File: config.mk
export PLATFORM = sky130hd
export DESIGN_NAME = qss_status
export DESIGN_NICKNAME = d
export VERILOG_FILES = /design/src/shared/qss_pkg.sv /design/src/verilog/qss_sticky.sv /design/src/verilog/qss_status.sv
export VERILOG_INCLUDE_DIRS = /design/src /design/src/shared
export SDC_FILE = /design/constraint.sdc
export NUM_CORES = 1
export LEC_CHECK = 0
export ABC_AREA = 1
export BUFFER_PORTS_ARGS = -buffer_cell sky130_fd_sc_hd__buf_2
export CORE_ASPECT_RATIO = 1.5
export CORE_MARGIN = 2
export CORE_UTILIZATION = 40
export CTS_CLUSTER_DIAMETER = 50
export CTS_CLUSTER_SIZE = 25
export DETAILED_ROUTE_END_ITERATION = 7
export HOLD_SLACK_MARGIN = 0.15
export PLACE_DENSITY_LB_ADDON = 0.2
export SLEW_MARGIN = 0
export SYNTH_ARGS = -nofsm -noshare
export SYNTH_HDL_FRONTEND = slang
export SYNTH_HIERARCHICAL = 1
export SYNTH_SLANG_ARGS = --single-unit
export TNS_END_PERCENT = 50
File: constraint.sdc
create_clock -name MCLK -period 1.25 [get_ports MCLK]
set_input_delay 0.25 -clock MCLK [delete_from_list [all_inputs] [get_ports MCLK]]
set_output_delay 0.25 -clock MCLK [all_outputs]
set_load 0.005 [all_outputs]
File: src/shared/qss_defines.svh
// offsets, field positions and reset values of the serial memory status block
`ifndef QSS_DEFINES_SVH
`define QSS_DEFINES_SVH
`define QSS_STATUS_TWO_OFS 4'h0
`define QSS_EVENT_STAT_OFS 4'h4
`define QSS_EVENT_MASK_OFS 4'h8
`define QSS_PHASE_LSB 16
`define QSS_PHASE_MSB 17
`define QSS_FREE_LSB 7
`define QSS_FREE_MSB 11
`define QSS_LANE_LSB 3
`define QSS_LANE_MSB 6
`define QSS_RECEIVE_UNDERFLOW_FLAG_BIT 1
`define QSS_TRANSMIT_OVERFLOW_FLAG_BIT 0
`define QSS_WORD_RESET 32'h0000_0000
`define QSS_EVT_RESET 2'h0
`endif

File: src/shared/qss_pkg.sv
// types shared by the serial memory status block
package qss_pkg;
	typedef enum logic [1:0] {
		QSS_PH_IDLE = 2'h0,
		QSS_PH_TX = 2'h1,
		QSS_PH_RX = 2'h2
	} qss_phase_type;
	typedef logic [31:0] qss_word_type;
endpackage

File: src/verilog/qss_sticky.sv
// one sticky event flag with write-one-to-clear
`timescale 1ns/1ns
module qss_sticky (
	input wire logic clk,
	input wire logic rst,
	input wire logic set,
	input wire logic clr,
	output logic flag
);
	logic flag_r;
	logic flag_nxt;

	// set beats clear so an event in the clear cycle survives
	always_comb begin
		flag_nxt = flag_r;
		if (clr)
			flag_nxt = 1'b0;
		if (set)
			flag_nxt = 1'b1;
	end

	always_ff @(posedge clk) begin
		if (rst)
			flag_r <= 1'b0;
		else
			flag_r <= flag_nxt;
	end

	assign flag = flag_r;
endmodule

File: src/verilog/qss_status.sv
// status word of the quad serial interface with wishbone slave
//
// Summary of operation
// (RULE1) two-bit phase: idle, transmit, receive; never 11
// (RULE2) five-bit control fifo free byte count
// (RULE3) lane data present bits six to three
// (RULE4) bit one set on receive fifo underflow
// (RULE5) bit zero set on transmit fifo overflow
// (RULE6) unused bit positions always read zero
// (RULE7) writes ignored; fields zero after reset
//
// Local design decisions: the address map and the Wishbone interface to the registers.
`timescale 1ns/1ns
`include "qss_defines.svh"
module qss_status (
	input wire logic MCLK,
	input wire logic RST,
	input wire logic WB_CYC_I,
	input wire logic WB_STB_I,
	input wire logic WB_WE_I,
	input wire logic [3:0] WB_ADR_I,
	input wire logic [3:0] WB_SEL_I,
	input wire logic [31:0] WB_DAT_I,
	output qss_pkg::qss_word_type WB_DAT_O,
	output logic WB_ACK_O,
	input wire qss_pkg::qss_phase_type PHASE_IN,
	input wire logic [4:0] FREE_BYTES_IN,
	input wire logic [3:0] LANE_PRESENT_IN,
	input wire logic RX_UNDERFLOW_EVT,
	input wire logic TX_OVERFLOW_EVT,
	output logic IRQ
);
	import qss_pkg::*;

	// ----------------------------------------------------------------
	// live status capture
	// ----------------------------------------------------------------
	logic [1:0] phase_r, phase_nxt;
	logic [4:0] free_r, free_nxt;
	logic [3:0] lane_r, lane_nxt;
	logic ack_r, ack_nxt;
	logic irq_r, irq_nxt;
	qss_word_type dat_r, dat_nxt;
	logic [1:0] mask_r, mask_nxt;
	logic [1:0] evt;
	logic [1:0] evt_clr;
	logic [1:0] evt_set;
	logic req;
	logic wr_ack;

	// reserved phase code is folded to idle, it must never be shown
	always_comb begin
		phase_nxt = (PHASE_IN == 2'h3) ? 2'h0 : PHASE_IN; // [RULE1]
		free_nxt = FREE_BYTES_IN; // [RULE2]
		lane_nxt = LANE_PRESENT_IN; // [RULE3]
	end

	always_ff @(posedge MCLK) begin
		if (RST) begin
			phase_r <= 2'h0; // [RULE7]
			free_r <= 5'h00;
			lane_r <= 4'h0;
		end else begin
			phase_r <= phase_nxt;
			free_r <= free_nxt;
			lane_r <= lane_nxt;
		end
	end

	// ----------------------------------------------------------------
	// sticky underflow and overflow flags
	// ----------------------------------------------------------------
	// flags double as interrupt status; write one clears at event reg
	// writes commit at the edge that shows ack, when the master ends
	assign req = WB_CYC_I && WB_STB_I && !ack_r;
	assign wr_ack = WB_CYC_I && WB_STB_I && WB_WE_I && WB_SEL_I[0] &&
		ack_r;
	assign evt_clr = (wr_ack && WB_ADR_I == `QSS_EVENT_STAT_OFS) ?
		WB_DAT_I[1:0] : 2'h0;
	assign evt_set[`QSS_RECEIVE_UNDERFLOW_FLAG_BIT] = RX_UNDERFLOW_EVT; // [RULE4]
	assign evt_set[`QSS_TRANSMIT_OVERFLOW_FLAG_BIT] = TX_OVERFLOW_EVT; // [RULE5]

	// one sticky cell per event bit, same layout as the status word
	for (genvar gi = 0; gi < 2; gi++) begin : g_flag
		qss_sticky u_flag (
			.clk(MCLK),
			.rst(RST),
			.set(evt_set[gi]),
			.clr(evt_clr[gi]),
			.flag(evt[gi])
		);
	end

	// ----------------------------------------------------------------
	// wishbone slave: one registered ack per request, a cycle after the strobe
	// ----------------------------------------------------------------
	function automatic qss_word_type status_word(input logic [1:0] ph,
		input logic [4:0] fr, input logic [3:0] ln, input logic [1:0] ev);
		qss_word_type w;
		w = `QSS_WORD_RESET; // [RULE6]
		w[`QSS_PHASE_MSB:`QSS_PHASE_LSB] = ph;
		w[`QSS_FREE_MSB:`QSS_FREE_LSB] = fr;
		w[`QSS_LANE_MSB:`QSS_LANE_LSB] = ln;
		w[`QSS_RECEIVE_UNDERFLOW_FLAG_BIT] = ev[1];
		w[`QSS_TRANSMIT_OVERFLOW_FLAG_BIT] = ev[0];
		return w;
	endfunction

	// writes to the status word fall through, the ack still comes
	always_comb begin
		ack_nxt = req;
		dat_nxt = dat_r;
		mask_nxt = mask_r;
		if (wr_ack && WB_ADR_I == `QSS_EVENT_MASK_OFS)
			mask_nxt = WB_DAT_I[1:0];
		if (req && !WB_WE_I) begin
			unique case (WB_ADR_I)
			`QSS_STATUS_TWO_OFS:
				dat_nxt = status_word(phase_r, free_r, lane_r, evt); // [RULE7]
			`QSS_EVENT_STAT_OFS:
				dat_nxt = {30'h0, evt};
			`QSS_EVENT_MASK_OFS:
				dat_nxt = {30'h0, mask_r};
			default:
				dat_nxt = `QSS_WORD_RESET;
			endcase
		end
		irq_nxt = |(evt & mask_r);
	end

	always_ff @(posedge MCLK) begin
		if (RST) begin
			ack_r <= 1'b0;
			dat_r <= `QSS_WORD_RESET;
			mask_r <= `QSS_EVT_RESET;
			irq_r <= 1'b0;
		end else begin
			ack_r <= ack_nxt;
			dat_r <= dat_nxt;
			mask_r <= mask_nxt;
			irq_r <= irq_nxt;
		end
	end

	assign WB_ACK_O = ack_r;
	assign WB_DAT_O = dat_r;
	assign IRQ = irq_r;

	// ----------------------------------------------------------------
	// checks
	// ----------------------------------------------------------------
	property p_phase_legal;
		@(posedge MCLK) disable iff (RST)
		ack_r && WB_ADR_I == `QSS_STATUS_TWO_OFS && !WB_WE_I
			|-> WB_DAT_O[17:16] != 2'h3;
	endproperty
	a_phase_legal: assert property (p_phase_legal) // [RULE1]
		else $error("reserved phase code shown");

	property p_free_read;
		@(posedge MCLK) disable iff (RST)
		req && !WB_WE_I && WB_ADR_I == `QSS_STATUS_TWO_OFS
			|=> WB_DAT_O[11:7] == $past(FREE_BYTES_IN, 2);
	endproperty
	a_free_read: assert property (p_free_read) // [RULE2]
		else $error("free byte field wrong");

	property p_lane_read;
		@(posedge MCLK) disable iff (RST)
		req && !WB_WE_I && WB_ADR_I == `QSS_STATUS_TWO_OFS
			|=> WB_DAT_O[6:3] == $past(LANE_PRESENT_IN, 2);
	endproperty
	a_lane_read: assert property (p_lane_read) // [RULE3]
		else $error("lane field wrong");

	property p_receive_underflow_flag_set;
		@(posedge MCLK) disable iff (RST)
		RX_UNDERFLOW_EVT |=> evt[1];
	endproperty
	a_receive_underflow_flag_set: assert property (p_receive_underflow_flag_set) // [RULE4]
		else $error("underflow flag not set");

	property p_transmit_overflow_flag_set;
		@(posedge MCLK) disable iff (RST)
		TX_OVERFLOW_EVT |=> evt[0];
	endproperty
	a_transmit_overflow_flag_set: assert property (p_transmit_overflow_flag_set) // [RULE5]
		else $error("overflow flag not set");

	property p_zero_bits;
		@(posedge MCLK) disable iff (RST)
		req && !WB_WE_I && WB_ADR_I == `QSS_STATUS_TWO_OFS
			|=> WB_DAT_O[31:18] == 14'h0 && WB_DAT_O[15:12] == 4'h0
			&& WB_DAT_O[2] == 1'b0;
	endproperty
	a_zero_bits: assert property (p_zero_bits) // [RULE6]
		else $error("unused bits not zero");

	property p_flag_hold;
		@(posedge MCLK) disable iff (RST)
		evt[0] && !evt_clr[0] |=> evt[0];
	endproperty
	a_flag_hold: assert property (p_flag_hold) // [RULE5]
		else $error("flag lost without clear");

	property p_irq;
		@(posedge MCLK) disable iff (RST)
		##1 IRQ == |($past(evt) & $past(mask_r));
	endproperty
	a_irq: assert property (p_irq)
		else $error("interrupt level wrong");

	property p_ack_once;
		@(posedge MCLK) disable iff (RST)
		WB_ACK_O |=> !WB_ACK_O;
	endproperty
	a_ack_once: assert property (p_ack_once)
		else $error("ack held two cycles");

	property p_ack_answer;
		@(posedge MCLK) disable iff (RST)
		req |=> WB_ACK_O;
	endproperty
	a_ack_answer: assert property (p_ack_answer)
		else $error("request not answered");

	// a flag may only rise on its own event
	property p_receive_underflow_flag_quiet;
		@(posedge MCLK) disable iff (RST)
		!evt[`QSS_RECEIVE_UNDERFLOW_FLAG_BIT] && !RX_UNDERFLOW_EVT |=> !evt[`QSS_RECEIVE_UNDERFLOW_FLAG_BIT];
	endproperty
	a_receive_underflow_flag_quiet: assert property (p_receive_underflow_flag_quiet) // [RULE4]
		else $error("underflow flag set without event");

	property p_transmit_overflow_flag_quiet;
		@(posedge MCLK) disable iff (RST)
		!evt[`QSS_TRANSMIT_OVERFLOW_FLAG_BIT] && !TX_OVERFLOW_EVT |=> !evt[`QSS_TRANSMIT_OVERFLOW_FLAG_BIT];
	endproperty
	a_transmit_overflow_flag_quiet: assert property (p_transmit_overflow_flag_quiet) // [RULE5]
		else $error("overflow flag set without event");

	// a write of one at the acked edge clears unless the event repeats
	property p_receive_underflow_flag_clear;
		@(posedge MCLK) disable iff (RST)
		WB_ACK_O && WB_CYC_I && WB_STB_I && WB_WE_I && WB_SEL_I[0] &&
			WB_ADR_I == `QSS_EVENT_STAT_OFS && WB_DAT_I[1] &&
			!RX_UNDERFLOW_EVT |=> !evt[`QSS_RECEIVE_UNDERFLOW_FLAG_BIT];
	endproperty
	a_receive_underflow_flag_clear: assert property (p_receive_underflow_flag_clear) // [RULE4]
		else $error("underflow flag not cleared");

	property p_transmit_overflow_flag_clear;
		@(posedge MCLK) disable iff (RST)
		WB_ACK_O && WB_CYC_I && WB_STB_I && WB_WE_I && WB_SEL_I[0] &&
			WB_ADR_I == `QSS_EVENT_STAT_OFS && WB_DAT_I[0] &&
			!TX_OVERFLOW_EVT |=> !evt[`QSS_TRANSMIT_OVERFLOW_FLAG_BIT];
	endproperty
	a_transmit_overflow_flag_clear: assert property (p_transmit_overflow_flag_clear) // [RULE5]
		else $error("overflow flag not cleared");
endmodule

---- Word-level counts from Yosys, hierarchy flattened ----
Cells that the tools add are included.
operators by class
  eq/ne operators ......................... 3
  bitwise operators ....................... 1
  muxes and demuxes ....................... 6
  reductions and logical operators ........ 15
operators with widths
  kind                                                                    count
  18-bit one-hot mux with 3 select lines                                  1
  1-bit logical AND                                                       8
  4-bit by 3-bit equality test with 1-bit output (second input constant)  1
  4-bit equality test (second input constant)                             1
  4-bit logical NOT                                                       1
  1-bit 2-to-1 mux                                                        4
  2-bit nonzero test                                                      2
  2-bit OR reduction                                                      2
  2-bit bitwise AND                                                       1
  2-bit equality test (second input constant)                             1
  1-bit logical NOT                                                       2
  2-bit 2-to-1 mux                                                        1
word-level totals
  bits in registers ....................... 49
  logic and storage cells ................. 34
  input port bits ......................... 58

---- Logic depth before layout (Yosys ltp) ----
  depth in word-level cells ............... 8
  depth in mapped cells ................... 7
  mapped depth without buffers ............ 7

---- Hierarchy ----
The synthesis kept the hierarchy.
by module, submodules not included
  module      instances  area an instance (um2)  sequential area each (um2)  cells each
  qss_status  1          1196.1                  560.5                       149
  qss_sticky  2          40.0                    20.0                        5

---- Least setup slack after synthesis ----
OpenSTA, ideal clock, no wires.
  kind .................................... register to register
  from .................................... reg ack_r, in the netlist WB_ACK_O
  to ...................................... reg g_flag[0].u_flag.flag_r
  path buffers ............................ 0
  library setup time ...................... 0.114 ns
  data arrival time ....................... 1.012 ns
  period minus slack after synthesis ...... 1.126 ns
  cell stages (with the launch flop) ...... 8
  slack ................................... 0.124 ns
  required time ........................... 1.136 ns
  path through ............................ dfxtp_1 > nand3_1 > nor2_1 > nand4_1 > nor2_1 > inv_1 > nand2_1 > a21oi_2
between the ends
  cells in the longest elaborated chain, start to end .. 4
RTL lines
  item                          line               text
  start, declared               qss_status.sv:41   logic ack_r, ack_nxt;
  start signal, assigned        qss_status.sv:138  ack_r <= ack_nxt;
  1-bit logical AND             qss_status.sv:76   assign wr_ack = WB_CYC_I && WB_STB_I && WB_WE_I && WB_SEL_I[0] &&
  1-bit logical AND (no line)   -
  2-bit 2-to-1 mux              qss_status.sv:78   assign evt_clr = (wr_ack && WB_ADR_I == `QSS_EVENT_STAT_OFS) ?
  named net evt_clr[0]          qss_status.sv:46   logic [1:0] evt_clr;
  2-bit nonzero test (no line)  -
  end signal, assigned          qss_sticky.sv:26   flag_r <= flag_nxt;
  end, declared                 qss_sticky.sv:10   logic flag_r;
The timed path passes the listed nets, and every way through them passes these cells.
A chain may end at the register's enable or synchronous reset.

---- Final worst setup path ----
  from .................................... reg ack_r, in the netlist WB_ACK_O
  to ...................................... reg dat_r[7], in the netlist WB_DAT_O[7]
between the ends
  cells in the longest elaborated chain, start to end .. 3
RTL lines
  item                  line               text
  1-bit logical NOT     qss_status.sv:75   assign req = WB_CYC_I && WB_STB_I && !ack_r;
  1-bit logical AND     qss_status.sv:75
  1-bit logical AND     qss_status.sv:116  if (req && !WB_WE_I) begin
  end signal, assigned  qss_status.sv:134  dat_r <= `QSS_WORD_RESET;
  end signal, assigned  qss_status.sv:139  dat_r <= dat_nxt;
  end, declared         qss_status.sv:43   qss_word_type dat_r, dat_nxt;
Every way passes these cells.

==> run metrics <==
area fraction in compound gates after synthesis 7.647%; R2R setup slack 0.11 ns; Worst-Skew Late Latency 0.27 ns; most common cell after layout, fill and taps aside buf_2; overall overflow remaining after global route 0; clock root buffer master clkbuf_8; kind of path behind the tightest hold check in2reg; number of flip-flops and latches in the synthesized netlist 30; Worst Hold Path EP free_r[3]$_SDFF_PP0_; total I/O pin count 92; Reg2Reg Capture Point WB_DAT_O[7]$_SDFFE_PP0P_; chip width 50.12 microns; fin. max-slew vios 0; setup slack after placement -0.01067 ns; sequential fraction of the synthesis area 47.06%; setup repair after global routing missed its margin false; result of the run complete, no violations; max-cap check violation count 0; period utilization 91.49%; library cell contributing the largest single delay on the critical path dfxtp_2; synthesized instance count 159; worst reg2reg startpoint WB_ACK_O$_SDFF_PP0_; DRC Markers 0; Cell Chain, Critical Path nor3_4 > buf_4 > nand3_1 > a21oi_1; per-cell via count in the routed design 4.333; Antenna Diode Count 0; startpoint of the tightest hold check path FREE_BYTES_IN[3]; worst setup path category reg2reg; synthesized-area fraction occupied by adder cells 0%; summed instance area of the synthesized netlist 0.001276 sq mm; maximum ir drop on the vdd rail 0.9904 mV; final setup violation count 0; number of sinks handled by clock tree synthesis 30; RePlAce Congestion 0.7247; hpwl dp 1759 microns; synthesized-area fraction occupied by and/or/nand/nor cells 24.61%; clock tree from TritonCTS done; number of warnings issued by yosys 6; via count of the first global-routing pass 990; final hold viol count 0; WL final 2359 microns; die span in y 73.18 microns; clock period minus worst slack 1.144 ns; cell area power density 1458 mW/mm^2; clock buffer count from CTS 5; dominant combinational cell family by area after synthesis simple AND/OR/NAND/NOR gates; final cell utilization of the core 51.64%; Fmax 874.4 MHz; maximum cell stage delay along the critical path 0.34 ns; XOR/XNOR share of the synthesized area 0%; worst clock skew on the final layout 0.006724 ns; fraction of layout instances using a drive strength above 1 29.56%; total chip power 2.332 mW; number of nets in the layout 260; via total after detailed routing 1053; number of cells on the worst hold path 3; DRT Pass-1 Iters 2; full die area 0.003668 sq mm; Worst Path Arrival 1.34 ns; count of filler cells inserted in the layout 302; Post-Synthesis Mean Instance Area 8.027 sq um; CTS clock-pin slew for the worst setup and hold paths 0.06 ns; number of H-tree levels 2; number of DRC markers in iteration 0 8; antenna violations before repair 0; multiplexer area fraction after synthesis 0%; Post-CTS Repair Setup Buffers 0; PortBufs 39; largest net degree at the start of global routing 22; detailed-route wire length per cell 9.708 microns; library cells used by synthesis 19; area of the core region 0.003097 sq mm; ANT nets after route 0; leakage dissipation 0.7627 nW; sort of element at the end of the critical path register; Max Fanout on Critical Path 10; largest buffer count on any clock path 2; first-pass GRT wire length 3891 microns; relative area change from synthesis to final layout 25.29%; worst setup slack after layout 0.1064 ns; highest-count cells in the layout ignoring fill and taps 39 x buf_2, 29 x dfxtp_1, 25 x nand2_1, 19 x conb_1, 18 x nand3_1; starting density of the core 41.21%; global-route total usage across every layer 13.69%; number of standard-cell rows in the floorplan 25; depth of the worst register-to-register path 4; critical path launch point type register; data required time of the worst path 1.45 ns
## sequential cells by signal, indices dropped and copies added, names as in the netlist
| name | count |
|---|---|
| WB_DAT_O | 13 |
| free_r | 5 |
| lane_r | 4 |
| g_flag.u_flag/flag | 2 |
| mask_r | 2 |
| phase_r | 2 |
| IRQ | 1 |
| WB_ACK_O | 1 |
## worst max-delay path: cells and delay by family (launching register included)
kind	cells	cell delay (ns)
flops	1	0.34
buf+inv	1	0.23
simple gates	2	0.36
compound gates	1	0.14
## layer usage
layer	GRT usage, %	up-vias	routed length [microns]
met2	24.27	31	1268
met1	14.58	475	926
met3	3.279	4	135
met4	7.716	0	29
met5	0	-	0
li1	-	543	-
## cells in the mapped netlist
cell / n / area [sq um]
a21oi_1: 16 / 80.08
a21oi_2: 2 / 17.52
buf_1: 2 / 7.510
buf_2: 1 / 5.000
buf_4: 19 / 142.6
buf_6: 3 / 33.78
conb_1: 1 / 3.750
dfxtp_1: 30 / 600.6
inv_1: 17 / 63.81
inv_2: 2 / 7.510
nand2_1: 25 / 93.84
nand2_2: 2 / 12.51
nand3_1: 18 / 90.09
nand4_1: 1 / 6.260
nor2_1: 14 / 52.55
nor2_4: 2 / 22.52
nor3_1: 1 / 5.000
nor3_4: 1 / 16.27
nor3b_1: 2 / 15.01
## report_power, final
part           switching, mW  total (mW)  internal [mW]
registers             0.0106       0.992          0.981
logic                 0.0886       0.149         0.0608
clock network          0.341        1.19          0.850
## kinds of logic (layout without fill, tap and decap cells)
family | Yosys count | in the layout
AOI/OAI and AO/OA | 18 | 18
other | 1 | 19
buffers and inverters | 44 | 70
DFF | 30 | 30
and+or+nand+nor | 66 | 66
## through the flow
| stage | hold slack, ns | std cells | setup TNS [ns] | area (sq um) |
|---|---|---|---|---|
| after floorplan | 0.3124 | 177 | 0 | 1344 |
| after global placement | 0.4326 | 233 | 0 | 1428 |
| after detailed placement | 0.4328 | 233 | -0.01563 | 1428 |
| after CTS | 0.1698 | 243 | 0 | 1593 |
| after global routing | 0.1858 | 243 | 0 | 1599 |
| final | 0.1782 | 243 | 0 | 1599 |
## worst max path at each step
stage	end	depth (start not counted)	startpoint	slack (ns)
after detailed placement	g_flag[0].u_flag/flag$_SDFFE_PP0P_	7	WB_ACK_O$_SDFF_PP0_	-0.01
after global placement	g_flag[0].u_flag/flag$_SDFFE_PP0P_	7	WB_ACK_O$_SDFF_PP0_	0.006
final	WB_DAT_O[7]$_SDFFE_PP0P_	4	WB_ACK_O$_SDFF_PP0_	0.11
after floorplan	g_flag[0].u_flag/flag$_SDFFE_PP0P_	7	WB_ACK_O$_SDFF_PP0_	0.12
after CTS	g_flag[0].u_flag/flag$_SDFFE_PP0P_	7	WB_ACK_O$_SDFF_PP0_	0.04
after global routing	g_flag[1].u_flag/flag$_SDFFE_PP0P_	7	WB_ACK_O$_SDFF_PP0_	0.01
## area by class of cell
class | instances | area (sq um) | area share (%)
Multi-Input combinational cell | 103 | 490.5 | 30.67
Sequential cell | 30 | 601.8 | 37.64
Clock buffer | 6 | 82.58 | 5.164
Timing Repair Buffer | 43 | 242.7 | 15.18
Clock inverter | 2 | 60.06 | 3.756
Inverter | 19 | 71.32 | 4.460
Tap cell | 40 | 50.05 | 3.130
## timing repair
| action | in CTS | in global routing |
|---|---|---|
| pin swaps | 0 | 0 |
| endpoints found under the hold margin | 2 | 0 |
| setup endpoints to repair | 2 | 3 |
| hold buffers | 2 | 0 |
| resized for setup | 1 | 2 |
Power figures use the tool's default switching activity.
